==> src/logic/sleep_pkg.sv <==
`default_nettype none
package sleep_pkg;
  // Register word indices; byte address is four times the index
  localparam int IDX_W = 10;
  localparam int IDX_LSB = 2;
  localparam logic [IDX_W-1:0] IDX_SLEEP = 10'h033;
  localparam logic [IDX_W-1:0] IDX_MCU = 10'h035;
  localparam logic [IDX_W-1:0] IDX_GATE = 10'h064;
  localparam logic [IDX_W-1:0] IDX_STATUS = 10'h070;
  // Sleep control fields
  localparam int SC_ARM = 0;
  localparam int SC_MODE = 1;
  localparam int MODE_W = 3;
  localparam int SC_W = 4;
  // MCU control fields
  localparam int MC_VUNL = 0;
  localparam int MC_VSEL = 1;
  localparam int MC_PUD = 4;
  localparam int MC_UNLOCK = 5;
  localparam int MC_OFF = 6;
  // Reset values and masks
  localparam logic [7:0] SC_RESET = 8'h00;
  localparam logic [7:0] MC_RESET = 8'h00;
  localparam logic [7:0] GATE_RESET = 8'h00;
  localparam logic [7:0] GATE_MASK = 8'hEF;
  localparam int GATE_ADC = 0;
  // Timing in clock cycles
  localparam int CNT_W = 16;
  localparam logic [CNT_W-1:0] STANDBY_WAKE_CYC = 16'h0006;
  localparam logic [CNT_W-1:0] HALT_CYC = 16'h0004;
  localparam logic [CNT_W-1:0] QUICK_WAKE_CYC = 16'h0001;
  localparam int SEQ_W = 3;
  localparam logic [SEQ_W-1:0] UNLOCK_CYC = 3'h4;
  localparam logic [SEQ_W-1:0] OFF_DELAY_CYC = 3'h3;
  localparam logic [SEQ_W-1:0] OFF_HOLD_CYC = 3'h3;
  typedef enum logic [2:0] {
    MODE_IDLE = 3'b000, MODE_NOISE = 3'b001, MODE_PDOWN = 3'b010,
    MODE_PSAVE = 3'b011, MODE_RES4 = 3'b100, MODE_RES5 = 3'b101,
    MODE_STANDBY = 3'b110, MODE_EXT_STANDBY = 3'b111
  } sleep_mode_e;
  typedef enum logic [1:0] {
    ST_ACTIVE = 2'b00, ST_SLEEP = 2'b01, ST_WAKE = 2'b10, ST_HALT = 2'b11
  } power_state_e;
  typedef struct packed {
    logic cpu;
    logic io;
    logic adc;
    logic async_timer;
    logic main_osc;
  } clk_en_s;
  typedef struct packed {
    logic adc_on;
    logic adc_extended;
    logic comp_on;
    logic vref_on;
    logic monitor_on;
    logic wdt_run;
  } analog_ctl_s;
endpackage
`default_nettype wire

==> src/logic/wake_timer.sv <==
`timescale 1ns/1ps
`default_nettype none
module wake_timer #(
  parameter int W = 16
) (
  input wire logic clk_i,
  input wire logic rst_i,
  input wire logic ce_i,
  input wire logic load_i,
  input wire logic [W-1:0] load_val_i,
  output logic done_o
);
  logic [W-1:0] cnt_reg;
  logic [W-1:0] cnt_next;
  wire busy = cnt_reg != '0;

  // Load wins over the running count
  assign cnt_next = load_i ? load_val_i : (busy ? cnt_reg - W'(1) : cnt_reg);
  assign done_o = ce_i && cnt_reg == W'(1);

  always_ff @(posedge clk_i or posedge rst_i) begin
    if (rst_i) begin
      cnt_reg <= '0;
    end else if (ce_i) begin
      cnt_reg <= cnt_next;
    end
  end
endmodule
`default_nettype wire

==> src/logic/monitor_off_seq.sv <==
`timescale 1ns/1ps
`default_nettype none
module monitor_off_seq (
  input wire logic clk_i,
  input wire logic rst_i,
  input wire logic ce_i,
  input wire logic wr_i,
  input wire logic off_i,
  input wire logic unlock_i,
  output logic off_bit_o,
  output logic window_o,
  output logic active_o
);
  localparam logic [2:0] ONE = 3'h1;
  localparam logic [2:0] OFF_DELAY_CYC = sleep_pkg::OFF_DELAY_CYC;
  localparam logic [2:0] OFF_HOLD_CYC = sleep_pkg::OFF_HOLD_CYC;
  localparam logic [2:0] LAST = 3'(OFF_DELAY_CYC + OFF_HOLD_CYC);
  logic [2:0] win_reg;
  logic [2:0] win_next;
  logic [2:0] age_reg;
  logic [2:0] age_next;
  wire open_cmd = wr_i && off_i && unlock_i;
  wire set_cmd = wr_i && off_i && !unlock_i && win_reg != '0;
  wire clr_cmd = wr_i && !off_i;

  assign win_next = open_cmd ? sleep_pkg::UNLOCK_CYC :
                    (win_reg != '0 ? win_reg - ONE : win_reg);
  assign age_next = set_cmd ? ONE :
                    (clr_cmd || age_reg == LAST) ? '0 :
                    (age_reg != '0 ? age_reg + ONE : age_reg);
  assign off_bit_o = age_reg != '0;
  assign window_o = win_reg != '0;
  assign active_o = age_reg > OFF_DELAY_CYC;

  always_ff @(posedge clk_i or posedge rst_i) begin
    if (rst_i) begin
      win_reg <= '0;
      age_reg <= '0;
    end else if (ce_i) begin
      win_reg <= win_next;
      age_reg <= age_next;
    end
  end
endmodule
`default_nettype wire

==> src/logic/sleep_mode_power_control.sv <==
// Notes on behaviour
// - mode 110 with crystal enters standby
// - standby wakes after six cycles
// - mode 111 with crystal enters extended standby
// - extended standby wakes after six cycles
// - gate bit stops and freezes a peripheral
// - clearing gate bit resumes peripheral unchanged
// - gating matters only in active, idle and noise reduction
// - converter stays on; re-enable forces extended conversion
// - comparator off in deep sleep; reference stays on while requested
// - fused supply monitor stays on in sleep unless turn-off active at deep sleep entry
// - reference on while monitor, comparator, converter need
// - enabled watchdog keeps running in sleep
// - input buffers off in deep sleep except wake
// - debug fuse keeps main clock in sleep
// - upper four sleep control bits read zero
// - mode field encodes six modes, two reserved
// - sleep only when arm bit is set
// - turn-off bit needs unlock then write within four
// - turn-off active after three, cleared three later
// - monitor re-enabled on wake before execution
// - core halted four cycles beyond start-up
// - power-down stops all clocks and oscillator
`timescale 1ns/1ps
`default_nettype none
module sleep_mode_power_control #(
  parameter int NPIN = 23,
  parameter logic [15:0] START_UP_CYC = 16'h0010
) (
  input wire logic clk_i,
  input wire logic rst_i,
  input wire logic ce_i,
  input wire logic psel_i,
  input wire logic penable_i,
  input wire logic pwrite_i,
  input wire logic [11:0] paddr_i,
  input wire logic [31:0] pwdata_i,
  output logic [31:0] prdata_o,
  output logic pready_o,
  output logic pslverr_o,
  input wire logic sleep_instr_i,
  input wire logic wake_i,
  input wire logic ext_crystal_i,
  input wire logic debug_enable_fuse_i,
  input wire logic monitor_fuse_en_i,
  input wire logic adc_enable_i,
  input wire logic adc_conv_start_i,
  input wire logic comp_enable_i,
  input wire logic comp_use_ref_i,
  input wire logic wdt_enable_i,
  input wire logic [NPIN-1:0] wake_pin_need_i,
  output sleep_pkg::clk_en_s clk_en_o,
  output logic [7:0] periph_clk_en_o,
  output logic [7:0] periph_access_o,
  output sleep_pkg::analog_ctl_s analog_o,
  output logic [NPIN-1:0] input_buf_en_o,
  output logic pullup_global_off_o,
  output logic vector_table_select_o
);
  typedef sleep_pkg::sleep_mode_e mode_t;

  function automatic sleep_pkg::sleep_mode_e effective_mode(
    input logic [2:0] m,
    input logic xtal
  );
    sleep_pkg::sleep_mode_e r;
    r = sleep_pkg::sleep_mode_e'(m);
    if (r == sleep_pkg::MODE_STANDBY && !xtal) begin
      r = sleep_pkg::MODE_PDOWN;
    end else if (r == sleep_pkg::MODE_EXT_STANDBY && !xtal) begin
      r = sleep_pkg::MODE_PSAVE;
    end
    return r;
  endfunction

  // Modes in which both the I/O and converter clocks stop
  function automatic logic is_deep(input sleep_pkg::sleep_mode_e m);
    return m != sleep_pkg::MODE_IDLE && m != sleep_pkg::MODE_NOISE;
  endfunction

  function automatic logic [15:0] wake_cycles(
    input sleep_pkg::sleep_mode_e m
  );
    logic [15:0] r;
    r = sleep_pkg::QUICK_WAKE_CYC;
    case (m)
      sleep_pkg::MODE_STANDBY, sleep_pkg::MODE_EXT_STANDBY: begin
        r = sleep_pkg::STANDBY_WAKE_CYC;
      end
      sleep_pkg::MODE_PDOWN, sleep_pkg::MODE_PSAVE: begin
        r = START_UP_CYC;
      end
      default: begin
        r = sleep_pkg::QUICK_WAKE_CYC;
      end
    endcase
    return r;
  endfunction

  // Register file
  logic [7:0] sc_reg;
  logic [7:0] mc_reg;
  logic [7:0] gate_reg;
  logic [31:0] prdata_reg;
  wire [9:0] idx = paddr_i[11:sleep_pkg::IDX_LSB];
  wire hit_sc = idx == sleep_pkg::IDX_SLEEP;
  wire hit_mc = idx == sleep_pkg::IDX_MCU;
  wire hit_gate = idx == sleep_pkg::IDX_GATE;
  wire hit_st = idx == sleep_pkg::IDX_STATUS;
  wire hit_any = hit_sc || hit_mc || hit_gate || hit_st;
  wire setup_ph = psel_i && !penable_i;
  wire access_ph = psel_i && penable_i && ce_i;
  wire wr_ok = access_ph && pwrite_i && hit_any;
  wire wr_sc = wr_ok && hit_sc;
  wire wr_mc = wr_ok && hit_mc;
  wire wr_gate = wr_ok && hit_gate;
  wire [7:0] mc_plain_mask = 8'h13;

  assign pready_o = ce_i;
  assign pslverr_o = psel_i && penable_i && !hit_any;
  assign prdata_o = prdata_reg;

  // Turn-off sequence
  logic off_bit;
  logic off_window;
  logic off_active;
  monitor_off_seq u_seq (
    .clk_i(clk_i),
    .rst_i(rst_i),
    .ce_i(ce_i),
    .wr_i(wr_mc),
    .off_i(pwdata_i[sleep_pkg::MC_OFF]),
    .unlock_i(pwdata_i[sleep_pkg::MC_UNLOCK]),
    .off_bit_o(off_bit),
    .window_o(off_window),
    .active_o(off_active)
  );

  // Power state machine
  sleep_pkg::power_state_e state_reg;
  sleep_pkg::power_state_e state_next;
  mode_t mode_reg;
  mode_t mode_next;
  logic mon_off_reg;
  logic mon_off_next;
  logic timer_load;
  logic [15:0] timer_val;
  logic timer_done;
  wire arm = sc_reg[sleep_pkg::SC_ARM];
  wire [2:0] mode_field = sc_reg[sleep_pkg::SC_MODE +: sleep_pkg::MODE_W];
  wire mode_res = mode_field == sleep_pkg::MODE_RES4 ||
                  mode_field == sleep_pkg::MODE_RES5;
  wire go_sleep = sleep_instr_i && arm && !mode_res;
  wire [2:0] sel_mode = effective_mode(mode_field, ext_crystal_i);

  wake_timer #(
    .W(sleep_pkg::CNT_W)
  ) u_timer (
    .clk_i(clk_i),
    .rst_i(rst_i),
    .ce_i(ce_i),
    .load_i(timer_load),
    .load_val_i(timer_val),
    .done_o(timer_done)
  );

  always_comb begin
    state_next = state_reg;
    mode_next = mode_reg;
    mon_off_next = mon_off_reg;
    timer_load = 1'b0;
    timer_val = sleep_pkg::HALT_CYC;
    case (state_reg)
      sleep_pkg::ST_ACTIVE: begin
        if (go_sleep) begin
          state_next = sleep_pkg::ST_SLEEP;
          mode_next = mode_t'(sel_mode);
          mon_off_next = off_active && is_deep(mode_t'(sel_mode));
        end
      end
      sleep_pkg::ST_SLEEP: begin
        if (wake_i) begin
          state_next = sleep_pkg::ST_WAKE;
          mon_off_next = 1'b0;
          timer_load = 1'b1;
          timer_val = wake_cycles(mode_reg);
        end
      end
      sleep_pkg::ST_WAKE: begin
        if (timer_done) begin
          state_next = sleep_pkg::ST_HALT;
          timer_load = 1'b1;
          timer_val = sleep_pkg::HALT_CYC;
        end
      end
      sleep_pkg::ST_HALT: begin
        if (timer_done) begin
          state_next = sleep_pkg::ST_ACTIVE;
        end
      end
      default: begin
        state_next = sleep_pkg::ST_ACTIVE;
      end
    endcase
  end

  // Clock and analog control, aligned with the next state
  sleep_pkg::clk_en_s clk_reg;
  sleep_pkg::clk_en_s clk_next;
  sleep_pkg::analog_ctl_s ana_reg;
  sleep_pkg::analog_ctl_s ana_next;
  logic [7:0] periph_reg;
  logic [7:0] periph_next;
  logic [NPIN-1:0] inbuf_reg;
  logic [NPIN-1:0] inbuf_next;
  logic adc_prev_reg;
  logic adc_ext_reg;
  wire slp_n = state_next == sleep_pkg::ST_SLEEP ||
               state_next == sleep_pkg::ST_WAKE;
  wire deep_n = slp_n && is_deep(mode_next);
  wire idle_n = mode_next == sleep_pkg::MODE_IDLE;
  wire stop_all_n = mode_next == sleep_pkg::MODE_PDOWN ||
                    mode_next == sleep_pkg::MODE_STANDBY;
  wire osc_stop_n = mode_next == sleep_pkg::MODE_PDOWN ||
                    mode_next == sleep_pkg::MODE_PSAVE;
  wire adc_ext_set = adc_prev_reg && !adc_enable_i;
  wire adc_ext_clr = adc_conv_start_i && adc_enable_i;
  wire mon_on_n = monitor_fuse_en_i && !mon_off_next;

  assign clk_next.cpu = state_next == sleep_pkg::ST_ACTIVE;
  assign clk_next.io = !slp_n || idle_n;
  assign clk_next.adc = !deep_n;
  assign clk_next.async_timer = !(slp_n && stop_all_n);
  assign clk_next.main_osc = !(slp_n && osc_stop_n) ||
                             debug_enable_fuse_i;
  assign ana_next.adc_on = adc_enable_i;
  assign ana_next.adc_extended = adc_ext_set || (adc_ext_reg && !adc_ext_clr);
  assign ana_next.comp_on = comp_enable_i && !deep_n;
  assign ana_next.vref_on = mon_on_n || adc_enable_i ||
                            (comp_enable_i && comp_use_ref_i);
  assign ana_next.monitor_on = mon_on_n;
  assign ana_next.wdt_run = wdt_enable_i;
  // Gated peripherals hold their state because their clock just stops
  assign periph_next = {{7{clk_next.io}}, clk_next.adc} &
                       ~gate_reg & sleep_pkg::GATE_MASK;
  assign inbuf_next = deep_n ? wake_pin_need_i : {NPIN{1'b1}};

  assign clk_en_o = clk_reg;
  assign analog_o = ana_reg;
  assign periph_clk_en_o = periph_reg;
  assign periph_access_o = ~gate_reg & sleep_pkg::GATE_MASK;
  assign input_buf_en_o = inbuf_reg;
  assign pullup_global_off_o = mc_reg[sleep_pkg::MC_PUD];
  assign vector_table_select_o = mc_reg[sleep_pkg::MC_VSEL];

  // Read word
  wire [7:0] sc_rd = {4'h0, sc_reg[sleep_pkg::SC_W-1:0]};
  wire [7:0] mc_rd = {1'b0, off_bit, off_window, mc_reg[4:0]};
  wire [7:0] st_rd = {1'b0, adc_ext_reg, mon_off_reg, mode_reg, state_reg};
  wire [7:0] rd_byte = hit_sc ? sc_rd :
                       hit_mc ? mc_rd :
                       hit_gate ? gate_reg :
                       hit_st ? st_rd : 8'h00;

  always_ff @(posedge clk_i or posedge rst_i) begin
    if (rst_i) begin
      sc_reg <= sleep_pkg::SC_RESET;
      mc_reg <= sleep_pkg::MC_RESET;
      gate_reg <= sleep_pkg::GATE_RESET;
      prdata_reg <= 32'h0000_0000;
    end else if (ce_i) begin
      if (wr_sc) begin
        sc_reg <= {4'h0, pwdata_i[sleep_pkg::SC_W-1:0]};
      end
      if (wr_mc) begin
        mc_reg <= pwdata_i[7:0] & mc_plain_mask;
      end
      if (wr_gate) begin
        gate_reg <= pwdata_i[7:0] & sleep_pkg::GATE_MASK;
      end
      if (setup_ph) begin
        prdata_reg <= {24'h00_0000, rd_byte};
      end
    end
  end

  always_ff @(posedge clk_i or posedge rst_i) begin
    if (rst_i) begin
      state_reg <= sleep_pkg::ST_ACTIVE;
      mode_reg <= sleep_pkg::MODE_IDLE;
      mon_off_reg <= 1'b0;
      adc_prev_reg <= 1'b0;
      adc_ext_reg <= 1'b0;
    end else if (ce_i) begin
      state_reg <= state_next;
      mode_reg <= mode_next;
      mon_off_reg <= mon_off_next;
      adc_prev_reg <= adc_enable_i;
      adc_ext_reg <= ana_next.adc_extended;
    end
  end

  always_ff @(posedge clk_i or posedge rst_i) begin
    if (rst_i) begin
      clk_reg <= '1;
      ana_reg <= '0;
      periph_reg <= sleep_pkg::GATE_MASK;
      inbuf_reg <= '1;
    end else if (ce_i) begin
      clk_reg <= clk_next;
      ana_reg <= ana_next;
      periph_reg <= periph_next;
      inbuf_reg <= inbuf_next;
    end
  end

  wire in_sleep = state_reg == sleep_pkg::ST_SLEEP;
  wire halt_st = state_reg == sleep_pkg::ST_HALT;
  wire wake_st = state_reg == sleep_pkg::ST_WAKE;
endmodule
`default_nettype wire

==> config.mk <==
export PLATFORM = sky130hd
export DESIGN_NAME = sleep_mode_power_control
export DESIGN_NICKNAME = d
export VERILOG_FILES = /design/src/logic/sleep_pkg.sv /design/src/logic/wake_timer.sv /design/src/logic/monitor_off_seq.sv /design/src/logic/sleep_mode_power_control.sv
export SDC_FILE = /design/constraint.sdc
export NUM_CORES = 1
export LEC_CHECK = 0
export ABC_AREA = 0
export BUFFER_PORTS_ARGS = -buffer_cell sky130_fd_sc_hd__buf_4
export CAP_MARGIN = 20
export CORE_MARGIN = 1
export CORE_UTILIZATION = 52
export CTS_BUF_LIST = sky130_fd_sc_hd__clkbuf_8
export DETAILED_ROUTE_END_ITERATION = 8
export PLACE_DENSITY_LB_ADDON = 0.2
export SYNTH_ARGS = -nofsm -noshare
export SYNTH_HDL_FRONTEND = slang
export SYNTH_SLANG_ARGS = --single-unit
==> constraint.sdc <==
create_clock -name clk_i -period 4 [get_ports clk_i]
set_input_delay 0.2 -clock clk_i [delete_from_list [all_inputs] [get_ports clk_i]]
set_output_delay 0.2 -clock clk_i [all_outputs]
set_load 0.01 [all_outputs]
==> flow_summary.json, run 1 <==
{
  "status": "complete, no violations",
  "synth_ff_type": "dfrtp_1",
  "grt_pass1_vias": 3756,
  "ys_seq_area_share_pct": 49.09,
  "cp-start-kind": "flip-flop",
  "p_leak_nw": 2.566,
  "postRouteWirelength_um": 10860,
  "syn_inst": 443,
  "hp-start": "wake_pin_need_i[9]",
  "grt_remaining_overflow": 0,
  "hold_buffers": 0,
  "required_ns": 4.29,
  "grt_max_degree": 64,
  "max_freq_mhz": 278.2,
  "vias": 3813,
  "max-vdd-ir-drop_v": 0.0003608,
  "slew_viol_final": 0,
  "rsz0062_at_grt": "no",
  "die_y_um": 97.36,
  "fin_skew_ns": 0.006835,
  "r2r_start": "u_timer.cnt_reg[9]",
  "firstDrtPassIters": 4,
  "path_clk_slew_ns": 0.10,
  "slew_headroom_pct": 32.20,
  "yosys.area.top_type_share_pct": 29.64,
  "io_pins": 169,
  "mostFrequentLayoutCell": "buf_4",
  "setup_viol": 0,
  "fillers": 705,
  "cp_max_fo": 9,
  "fin_setup_tns_ns": 0,
  "post_drt_wl_per_cell_um": 16.33,
  "rows": 34,
  "grt_usage_pct": 23.40,
  "crit_path_top_delay_cell": "or4_4",
  "post_drt_via_cell_ratio": 5.734,
  "drive_above_1_share_pct": 36.62,
  "clk_latency_ns": 0.36,
  "diodes": 0,
  "critPathMaxStageDelay_ns": 0.54,
  "dp_hpwl_um": 7845,
  "antenna_found_initial": 0,
  "final_cell_mix": "buf_4, dfrtp_1, dfstp_2",
  "cts_setup_buffers": 0,
  "endpoint_kind": "flip-flop",
  "finalNetCount": 650,
  "synth-seq-cells": 91,
  "period_needed_ns": 3.594,
  "finish.utilization_pct": 65.75,
  "die_x_um": 97.36,
  "arrival_ns": 3.89,
  "core_um2": 8763,
  "ant_nets": 0,
  "clock_path_buffers": 2,
  "worstSetupPathType": "reg2reg",
  "dp.cells": 647,
  "crit_path_cell_trace": "or4_4 -> or4_4 -> or3_1 -> o31ai_1 -> a21oi_1 -> ha_1 -> inv_1 -> nand2_1 -> o31ai_1 -> o21ai_1 -> o2bb2ai_1",
  "initial_utilization_pct": 53.95,
  "cts_root_buf": "clkbuf_8",
  "cts_tree": "done",
  "synth_edf_count": 0,
  "cap_viol_max_count": 0,
  "path_buf_inv": 1,
  "hold_violations": 0,
  "synth.distinct_cells": 60,
  "worst_pin_slew_ns": 1.008,
  "powerDensity_nw_per_um2": 546.5,
  "first_iter_violations": 197,
  "grt_pass1_wl_um": 17870,
  "final_cells": 665,
  "timing.final.crit_share_pct": 89.86,
  "cts.sinks": 91,
  "synthTopCellsByArea": "dfrtp_1, dfstp_2, o22a_1",
  "hold_path.class": "in2reg",
  "syn_area_um2": 4728,
  "gp_congestion": 0.8107,
  "cts_buffers": 9,
  "cts_resized": 0,
  "hold_depth": 2,
  "r2r_cells": 11,
  "cts_htree_levels": 3,
  "drc": 0,
  "critPathTopFamily": "simple AND/OR/NAND/NOR gates",
  "yosysWarnings": 0,
  "synth.avg_cell_area_um2": 10.67,
  "min_to": "input_buf_en_o[9]",
  "numPortBuffers": 116,
  "syn2layout_area_growth_pct": 21.86,
  "largest_reg_flops": 23,
  "r2r_end": "periph_clk_en_o[6]",
  "synthArstFlopShare_pct": 100.0,
  "rrSetupSlack_ns": 0.41,
  "synth_area_leader_cell": "dfrtp_1",
  "die_area_um2": 9478
}
==> worst register-to-register path: cells and delay by family, from the launching register on <==
| family | cells | cell delay [ns] |
|---|---|---|
| flip-flops | 1 | 0.44 |
| adder cells (fa/ha/maj) | 1 | 0.34 |
| buffers and inverters | 1 | 0.08 |
| AO/OA/AOI/OAI | 5 | 1.14 |
| AND/OR/NAND/NOR | 4 | 1.53 |
==> power by group <==
part	total, mW	switching, mW	internal [mW]
clock	0.573	0.344	0.229
sequential	1.43	0.197	1.23
combinational	1.14	0.601	0.543
==> cells by family (layout without fill, tap and decap cells) <==
kind of cell             after synthesis  after routing  share of synthesized area, %
AO/OA/AOI/OAI                        129            129                         20.51
AND/OR/NAND/NOR                      107            107                         12.36
flip-flops                            91             91                         49.09
buffers and inverters                 77            166                         8.653
multiplexers                          21             21                         4.975
adder cells (fa/ha/maj)               15             15                         3.969
XOR/XNOR                               2              2                        0.3705
other                                  1             26                       0.07931
==> worst max-delay path by stage <==
stage,end,cells after the start,start,slack [ns]
2_1_floorplan,input_buf_en_o[10],10,u_timer.cnt_reg[11],0.79
3_3_place_gp,periph_clk_en_o[1],11,u_timer.cnt_reg[11],0.56
3_5_place_dp,periph_clk_en_o[2],11,u_timer.cnt_reg[10],0.42
4_1_cts,periph_clk_en_o[6],11,u_timer.cnt_reg[10],0.41
5_1_grt,periph_clk_en_o[1],11,u_timer.cnt_reg[11],0.19
6_report,periph_clk_en_o[6],11,u_timer.cnt_reg[9],0.41
==> stage by stage <==
stage / area, um2 / total power [mW] / worst slack (ns) / hold WS [ns]
6_report: 5762 / 3.149 / 0.4056 / 0.04510
5_1_grt: 5762 / 3.356 / 0.1915 / 0.02912
4_1_cts: 5732 / 3.162 / 0.4115 / 0.02900
3_5_place_dp: 5555 / 2.589 / 0.4184 / 0.4173
3_3_place_gp: 5555 / 2.521 / 0.5616 / 0.4109
2_1_floorplan: 4822 / 2.194 / 0.7906 / 0.3082
==> area by class of cell <==
cell class / count / area [um2] / area share, %
well taps: 108 / 135.1 / 2.345
clock inverters: 7 / 52.55 / 0.9121
multi-input cells: 300 / 2092 / 36.31
inverters: 28 / 106.4 / 1.846
repair buffers: 122 / 930.9 / 16.16
flip-flops and latches: 91 / 2321 / 40.28
clock buffers: 9 / 123.9 / 2.150
==> cell usage after synthesis (2+ instances only) <==
master,number
dfstp_2,35
nor3_1,9
or4_1,9
buf_4,29
o31ai_1,9
dfrtp_1,56
or4_4,2
o41ai_1,3
clkbuf_1,15
inv_1,28
o2bb2ai_1,9
a21oi_1,24
a31oi_1,2
and2_1,3
nand4_1,2
buf_2,3
nand2b_1,6
a211o_1,2
mux2_2,20
nand3_1,7
a22o_1,3
nand2_1,28
or3_1,8
nor4_1,4
o311ai_2,2
o31ai_4,2
o22a_1,27
o21ai_0,22
a21o_1,3
or2_2,2
nor2_1,15
o21a_1,4
ha_1,15
and3_1,3
a222oi_1,6
a211oi_1,2
==> layer usage <==
metal | GRT usage (%) | share of wire, % | up-vias | wire [um]
li1 | - | - | 1797 | -
met1 | 30.64 | 43 | 1876 | 4671
met2 | 38.57 | 49 | 132 | 5347
met3 | 6.187 | 6.9 | 8 | 747
met4 | 6.448 | 0.86 | 0 | 93
met5 | 0 | 0 | - | 0
Power figures use the tool's default switching activity.
==> run 2, diff against run 1 <==
- BUFFER_PORTS_ARGS: -buffer_cell sky130_fd_sc_hd__buf_4 -> unset
- CORE_UTILIZATION: 52 -> 60
- DONT_BUFFER_PORTS: unset -> 1
==> run 2 against run 1 <==
Compared with the run above: sequential share of layout area grew 3.8 points; sequential power up 6%; global-route usage rose by 3.1 points; critical path depth is the same; fmax is 0.27% lower; total power shrank 4.9%; via count fell by 6.6%; register-to-register slack about the same; design area decreased by 8.6%; critical endpoint unchanged; highest routed layer unchanged.
==> flow_summary.json, run 2 (synthesis results as in run 1) <==
{
  "path_clk_slew_ns": 0.09,
  "hold_depth": 2,
  "numPortBuffers": 0,
  "grt_usage_pct": 26.54,
  "clk_latency_ns": 0.37,
  "core_um2": 7687,
  "max-vdd-ir-drop_v": 0.0003761,
  "cts_tree": "done",
  "cts.sinks": 91,
  "rsz0062_at_grt": "no",
  "clock_path_buffers": 2,
  "final-seq-area_um2": 2321,
  "mostFrequentLayoutCell": "dfrtp_1",
  "powerDensity_nw_per_um2": 568.6,
  "post_drt_wl_per_cell_um": 18.18,
  "grt_pass1_wl_um": 17240,
  "finalNetCount": 570,
  "cp-start-kind": "flip-flop",
  "p_leak_nw": 2.184,
  "setup_viol": 0,
  "p_comb_share_pct": 29.0,
  "rows": 32,
  "period_needed_ns": 3.604,
  "ant_nets": 0,
  "antenna_found_initial": 0,
  "crit_path_top_delay_cell": "or4_4",
  "post_drt_via_cell_ratio": 6.154,
  "gp_congestion": 0.8396,
  "cap_viol_max_count": 0,
  "postRouteWirelength_um": 10530,
  "status": "complete, no violations",
  "placed_area_um2": 4690,
  "worstSetupPathType": "reg2reg",
  "die_y_um": 90.77,
  "hold_violations": 0,
  "worst_pin_slew_ns": 1.050,
  "grt_max_degree": 44,
  "final_cell_mix": "dfrtp_1, dlygate4sd3_1, dfstp_2",
  "critPathMaxStageDelay_ns": 0.58,
  "p_sw_share_pct": 37.49,
  "grt_remaining_overflow": 0,
  "cp_max_fo": 9,
  "post-place-ws_ns": 0.4593,
  "grt_pass1_vias": 3458,
  "timing.final.crit_share_pct": 90.10,
  "cts_root_buf": "clkbuf_8",
  "slew_headroom_pct": 29.38,
  "r2r_cells": 11,
  "cts_resized": 0,
  "total_power_mw": 2.995,
  "arrival_ns": 3.89,
  "fin_area_um2": 5268,
  "drive_above_1_share_pct": 18.45,
  "initial_utilization_pct": 61.51,
  "cts_buffers": 9,
  "syn2layout_area_growth_pct": 11.41,
  "required_ns": 4.29,
  "die_area_um2": 8239,
  "fin_setup_tns_ns": 0,
  "endpoint_kind": "flip-flop",
  "largest_reg_flops": 23,
  "met2WireLength_um": 5086,
  "diodes": 0,
  "dp_hpwl_um": 7030,
  "max_freq_mhz": 277.5,
  "met3_length_um": 768,
  "die_x_um": 90.77,
  "cts_htree_levels": 3,
  "wl_met1_um": 4543,
  "vias": 3563,
  "switchingPower_mw": 1.123,
  "slew_viol_final": 0,
  "hold_path.class": "in2reg",
  "io_pins": 169,
  "fin_ws_ns": 0.3958,
  "fillers": 582,
  "drc": 0,
  "multi_input_area_um2": 2092,
  "firstDrtPassIters": 5,
  "crit_path_cell_trace": "or4_4 -> or4_4 -> or3_1 -> o31ai_1 -> a21oi_1 -> ha_1 -> inv_1 -> nand2_1 -> o31ai_1 -> o21ai_1 -> o2bb2ai_1",
  "top_layer_used": "met4",
  "intPower_mw": 1.872,
  "first_iter_violations": 188,
  "power_frac_seq_pct": 50.8,
  "fin_skew_ns": 0.01412,
  "clkPwrFrac_pct": 20.2
}
[run 2: cell types whose count changed in the layout (fill, tap and decap cells not counted)]
cell and delta:
clkinv_4 -2, inv_8 +2, clkinvlp_4 -1, buf_12 +1, clkinv_2 -2, inv_4 +1
buf_4 -117, inv_6 +2, dlygate4sd3_1 +36
[run 2: power by group through the flow]
stage	clock (mW)	sequential [mW]	combinational (mW)
after global placement	0	1.52	0.775
after floorplan	0	1.46	0.732
final	0.606	1.52	0.868
after CTS	0.620	1.52	0.865
after global routing	0.655	1.56	0.976
after detailed placement	0	1.53	0.822
[run 2: final timing paths]
kind	from	endpoint	slack (ns)
max	u_timer.cnt_reg[11]	periph_clk_en_o[6]	0.40
min	ce_i	analog_o[2]	0.02
max reg2reg	u_timer.cnt_reg[11]	periph_clk_en_o[6]	0.40
min reg2reg	gate_reg[5]	periph_clk_en_o[5]	0.46
max in group asynchronous	rst_i	periph_clk_en_o[6]	2.98
min in group asynchronous	rst_i	u_timer.cnt_reg[9]	0.27
[run 2: per-stage QoR]
step / hold slack [ns] / std cells / utilization [%]
CTS: 0.006947 / 579 / 68.52
detailed placement: 0.09520 / 525 / 61.00
global route: 0.01185 / 579 / 68.52
finish: 0.02471 / 579 / 68.52
floorplan: 0.3082 / 468 / -
global placement: 0.2710 / 524 / 60.74
[run 2: cell type report]
type | instances | area share, %
inverter | 28 | 2.019
clock inverter | 7 | 1.211
tap | 102 | 2.423
sequential | 91 | 44.06
clock buffer | 9 | 2.352
multi-input combinational | 300 | 39.72
timing repair buffer | 42 | 8.219
[run 2: critical path, delay by kind of cell (launching register included)]
family / cells / cell delay (ns)
AND/OR/NAND/NOR: 4 / 1.56
adder cells (fa/ha/maj): 1 / 0.34
flip-flops: 1 / 0.41
buffers and inverters: 1 / 0.09
AO/OA/AOI/OAI: 5 / 1.13
[run 2: repair_timing]
item                                    4_1_cts  5_1_grt
endpoints found under the setup margin        0        0
buffers inserted                              0        0
hold buffers                                 38        0
endpoints found under the hold margin        74        0
[run 2: layer usage]
metal  up-vias  GRT usage (%)
li1       1633              -
met1      1784          35.64
met2       135          42.17
met3        11          7.239
met4         0          8.201
met5         -              0
==> run 3, diff against run 2 <==
- HOLD_SLACK_MARGIN: unset -> 0.03
==> run 3 against run 2 <==
Compared with the run above: setup slack improved by 0.0086 ns; die area did not move; worst hold slack improved by 0.019 ns; non-clock buffer count did not move; critical path depth is the same; count of clock-buffer cells in the layout is the same; fmax increased by 0.24%; via count is 0.98% higher; combinational power about the same; routed wire length fell by 0.37%; clock skew about the same; final cell count unchanged; highest routed layer unchanged.
==> flow_summary.json, run 3 (synthesis results as in run 1) <==
{
  "postRouteWirelength_um": 10490,
  "total_power_mw": 3.001,
  "grt_remaining_overflow": 0,
  "fin_area_um2": 5268,
  "worstSetupPathType": "reg2reg",
  "gp_congestion": 0.8396,
  "fin_setup_tns_ns": 0,
  "grt_pass1_vias": 3436,
  "die_area_um2": 8239,
  "die_y_um": 90.77,
  "fillers": 582,
  "r2r_cells": 11,
  "fin_ws_ns": 0.4044,
  "powerDensity_nw_per_um2": 569.7,
  "largest_reg_flops": 23,
  "rows": 32,
  "clk_latency_ns": 0.37,
  "slew_viol_final": 0,
  "whs_ns": 0.04324,
  "die_x_um": 90.77,
  "cts_root_buf": "clkbuf_8",
  "slew_headroom_pct": 29.94,
  "grt_usage_pct": 26.40,
  "post_drt_via_cell_ratio": 6.214,
  "timing.final.crit_share_pct": 89.89,
  "multi_input_area_um2": 2092,
  "rsz0062_at_grt": "no",
  "ant_nets": 0,
  "cp_max_fo": 9,
  "crit_end": "periph_clk_en_o[6]",
  "cts.sinks": 91,
  "required_ns": 4.29,
  "cts_setup_buffers": 0,
  "cap_viol_max_count": 0,
  "r2r_end": "periph_clk_en_o[6]",
  "firstDrtPassIters": 5,
  "cts_resized": 0,
  "post-place-ws_ns": 0.4593,
  "p_leak_nw": 2.184,
  "io_pins": 169,
  "final_cell_mix": "dfrtp_1, dlygate4sd3_1, dfstp_2",
  "vias": 3598,
  "antenna_found_initial": 0,
  "worst_pin_slew_ns": 1.041,
  "dp_hpwl_um": 7030,
  "final-seq-area_um2": 2321,
  "first_iter_violations": 190,
  "rrSetupSlack_ns": 0.40,
  "max_freq_mhz": 278.1,
  "arrival_ns": 3.89,
  "diodes": 0,
  "grt_max_degree": 46,
  "hold_violations": 0,
  "status": "complete, no violations",
  "syn2layout_area_growth_pct": 11.41,
  "grt_pass1_wl_um": 17150,
  "post_drt_wl_per_cell_um": 18.11,
  "max-vdd-ir-drop_v": 0.0003758,
  "hold_path.class": "in2reg",
  "cts_htree_levels": 3,
  "clock_path_buffers": 2,
  "drive_above_1_share_pct": 18.45,
  "drc": 0,
  "fin_skew_ns": 0.01406,
  "cp-start-kind": "flip-flop",
  "period_needed_ns": 3.596,
  "endpoint_kind": "flip-flop",
  "numPortBuffers": 0,
  "cts_buffers": 9,
  "mostFrequentLayoutCell": "dfrtp_1",
  "initial_utilization_pct": 61.51,
  "finalNetCount": 570,
  "cp-startpoint": "u_timer.cnt_reg[11]",
  "hold_buffers": 38,
  "setup_viol": 0,
  "placed_area_um2": 4690,
  "cts_tree": "done",
  "path_clk_slew_ns": 0.11,
  "r2r_start": "u_timer.cnt_reg[11]",
  "core_um2": 7687
}
==> run 3: cell counts in the layout (fill, tap and decap cells not counted) <==
No cell type changed its count.
==> run 3: stage by stage <==
| stage | util, % | instances |
|---|---|---|
| 2_1_floorplan | - | 468 |
| 4_1_cts | 68.52 | 579 |
| 6_report | 68.52 | 579 |
| 3_5_place_dp | 61.00 | 525 |
| 3_3_place_gp | 60.74 | 524 |
| 5_1_grt | 68.52 | 579 |
==> run 3: critical path: stages, from the launching register on <==
cell       delay (ns)
dfrtp_1          0.41
or4_4            0.58
or4_4            0.53
or3_1            0.40
o31ai_1          0.28
a21oi_1          0.08
ha_1             0.34
inv_1            0.08
nand2_1          0.05
o31ai_1          0.13
o21ai_1          0.39
o2bb2ai_1        0.26
==> run 3: area by class of cell <==
cell class,count,share of cell area [%]
tap,102,2.423
timing repair buffer,42,8.219
inverter,28,2.019
clock inverter,7,1.211
multi-input combinational,300,39.72
clock buffer,9,2.352
sequential,91,44.06
==> run 3: worst min path at each step <==
stage | to | slack, ns | from | cells past startpoint
5_1_grt | u_seq.age_reg[1] | 0.05 | ce_i | 2
6_report | clk_en_o[0] | 0.04 | debug_enable_fuse_i | 2
2_1_floorplan | analog_o[4] | 0.31 | adc_enable_i | 1
4_1_cts | u_seq.age_reg[1] | 0.03 | ce_i | 2
3_3_place_gp | clk_en_o[0] | 0.27 | ce_i | 1
3_5_place_dp | u_timer.cnt_reg[14] | 0.1 | rst_i | 1
==> run 3: per-layer routing <==
| layer | share of wire, % | wire (um) | track usage (%) | vias up |
|---|---|---|---|---|
| met5 | 0 | 0 | 0 | - |
| met4 | 0.99 | 104 | 8.201 | 0 |
| met3 | 7.7 | 808 | 7.239 | 10 |
| met2 | 48 | 5033 | 41.60 | 156 |
| met1 | 43 | 4540 | 35.69 | 1792 |
| li1 | - | - | - | 1640 |
==> run 3: power breakdown <==
group / switching, mW / internal [mW]
logic: 0.481 / 0.388
clock network: 0.367 / 0.243
registers: 0.280 / 1.24
total: 1.13 / 1.87
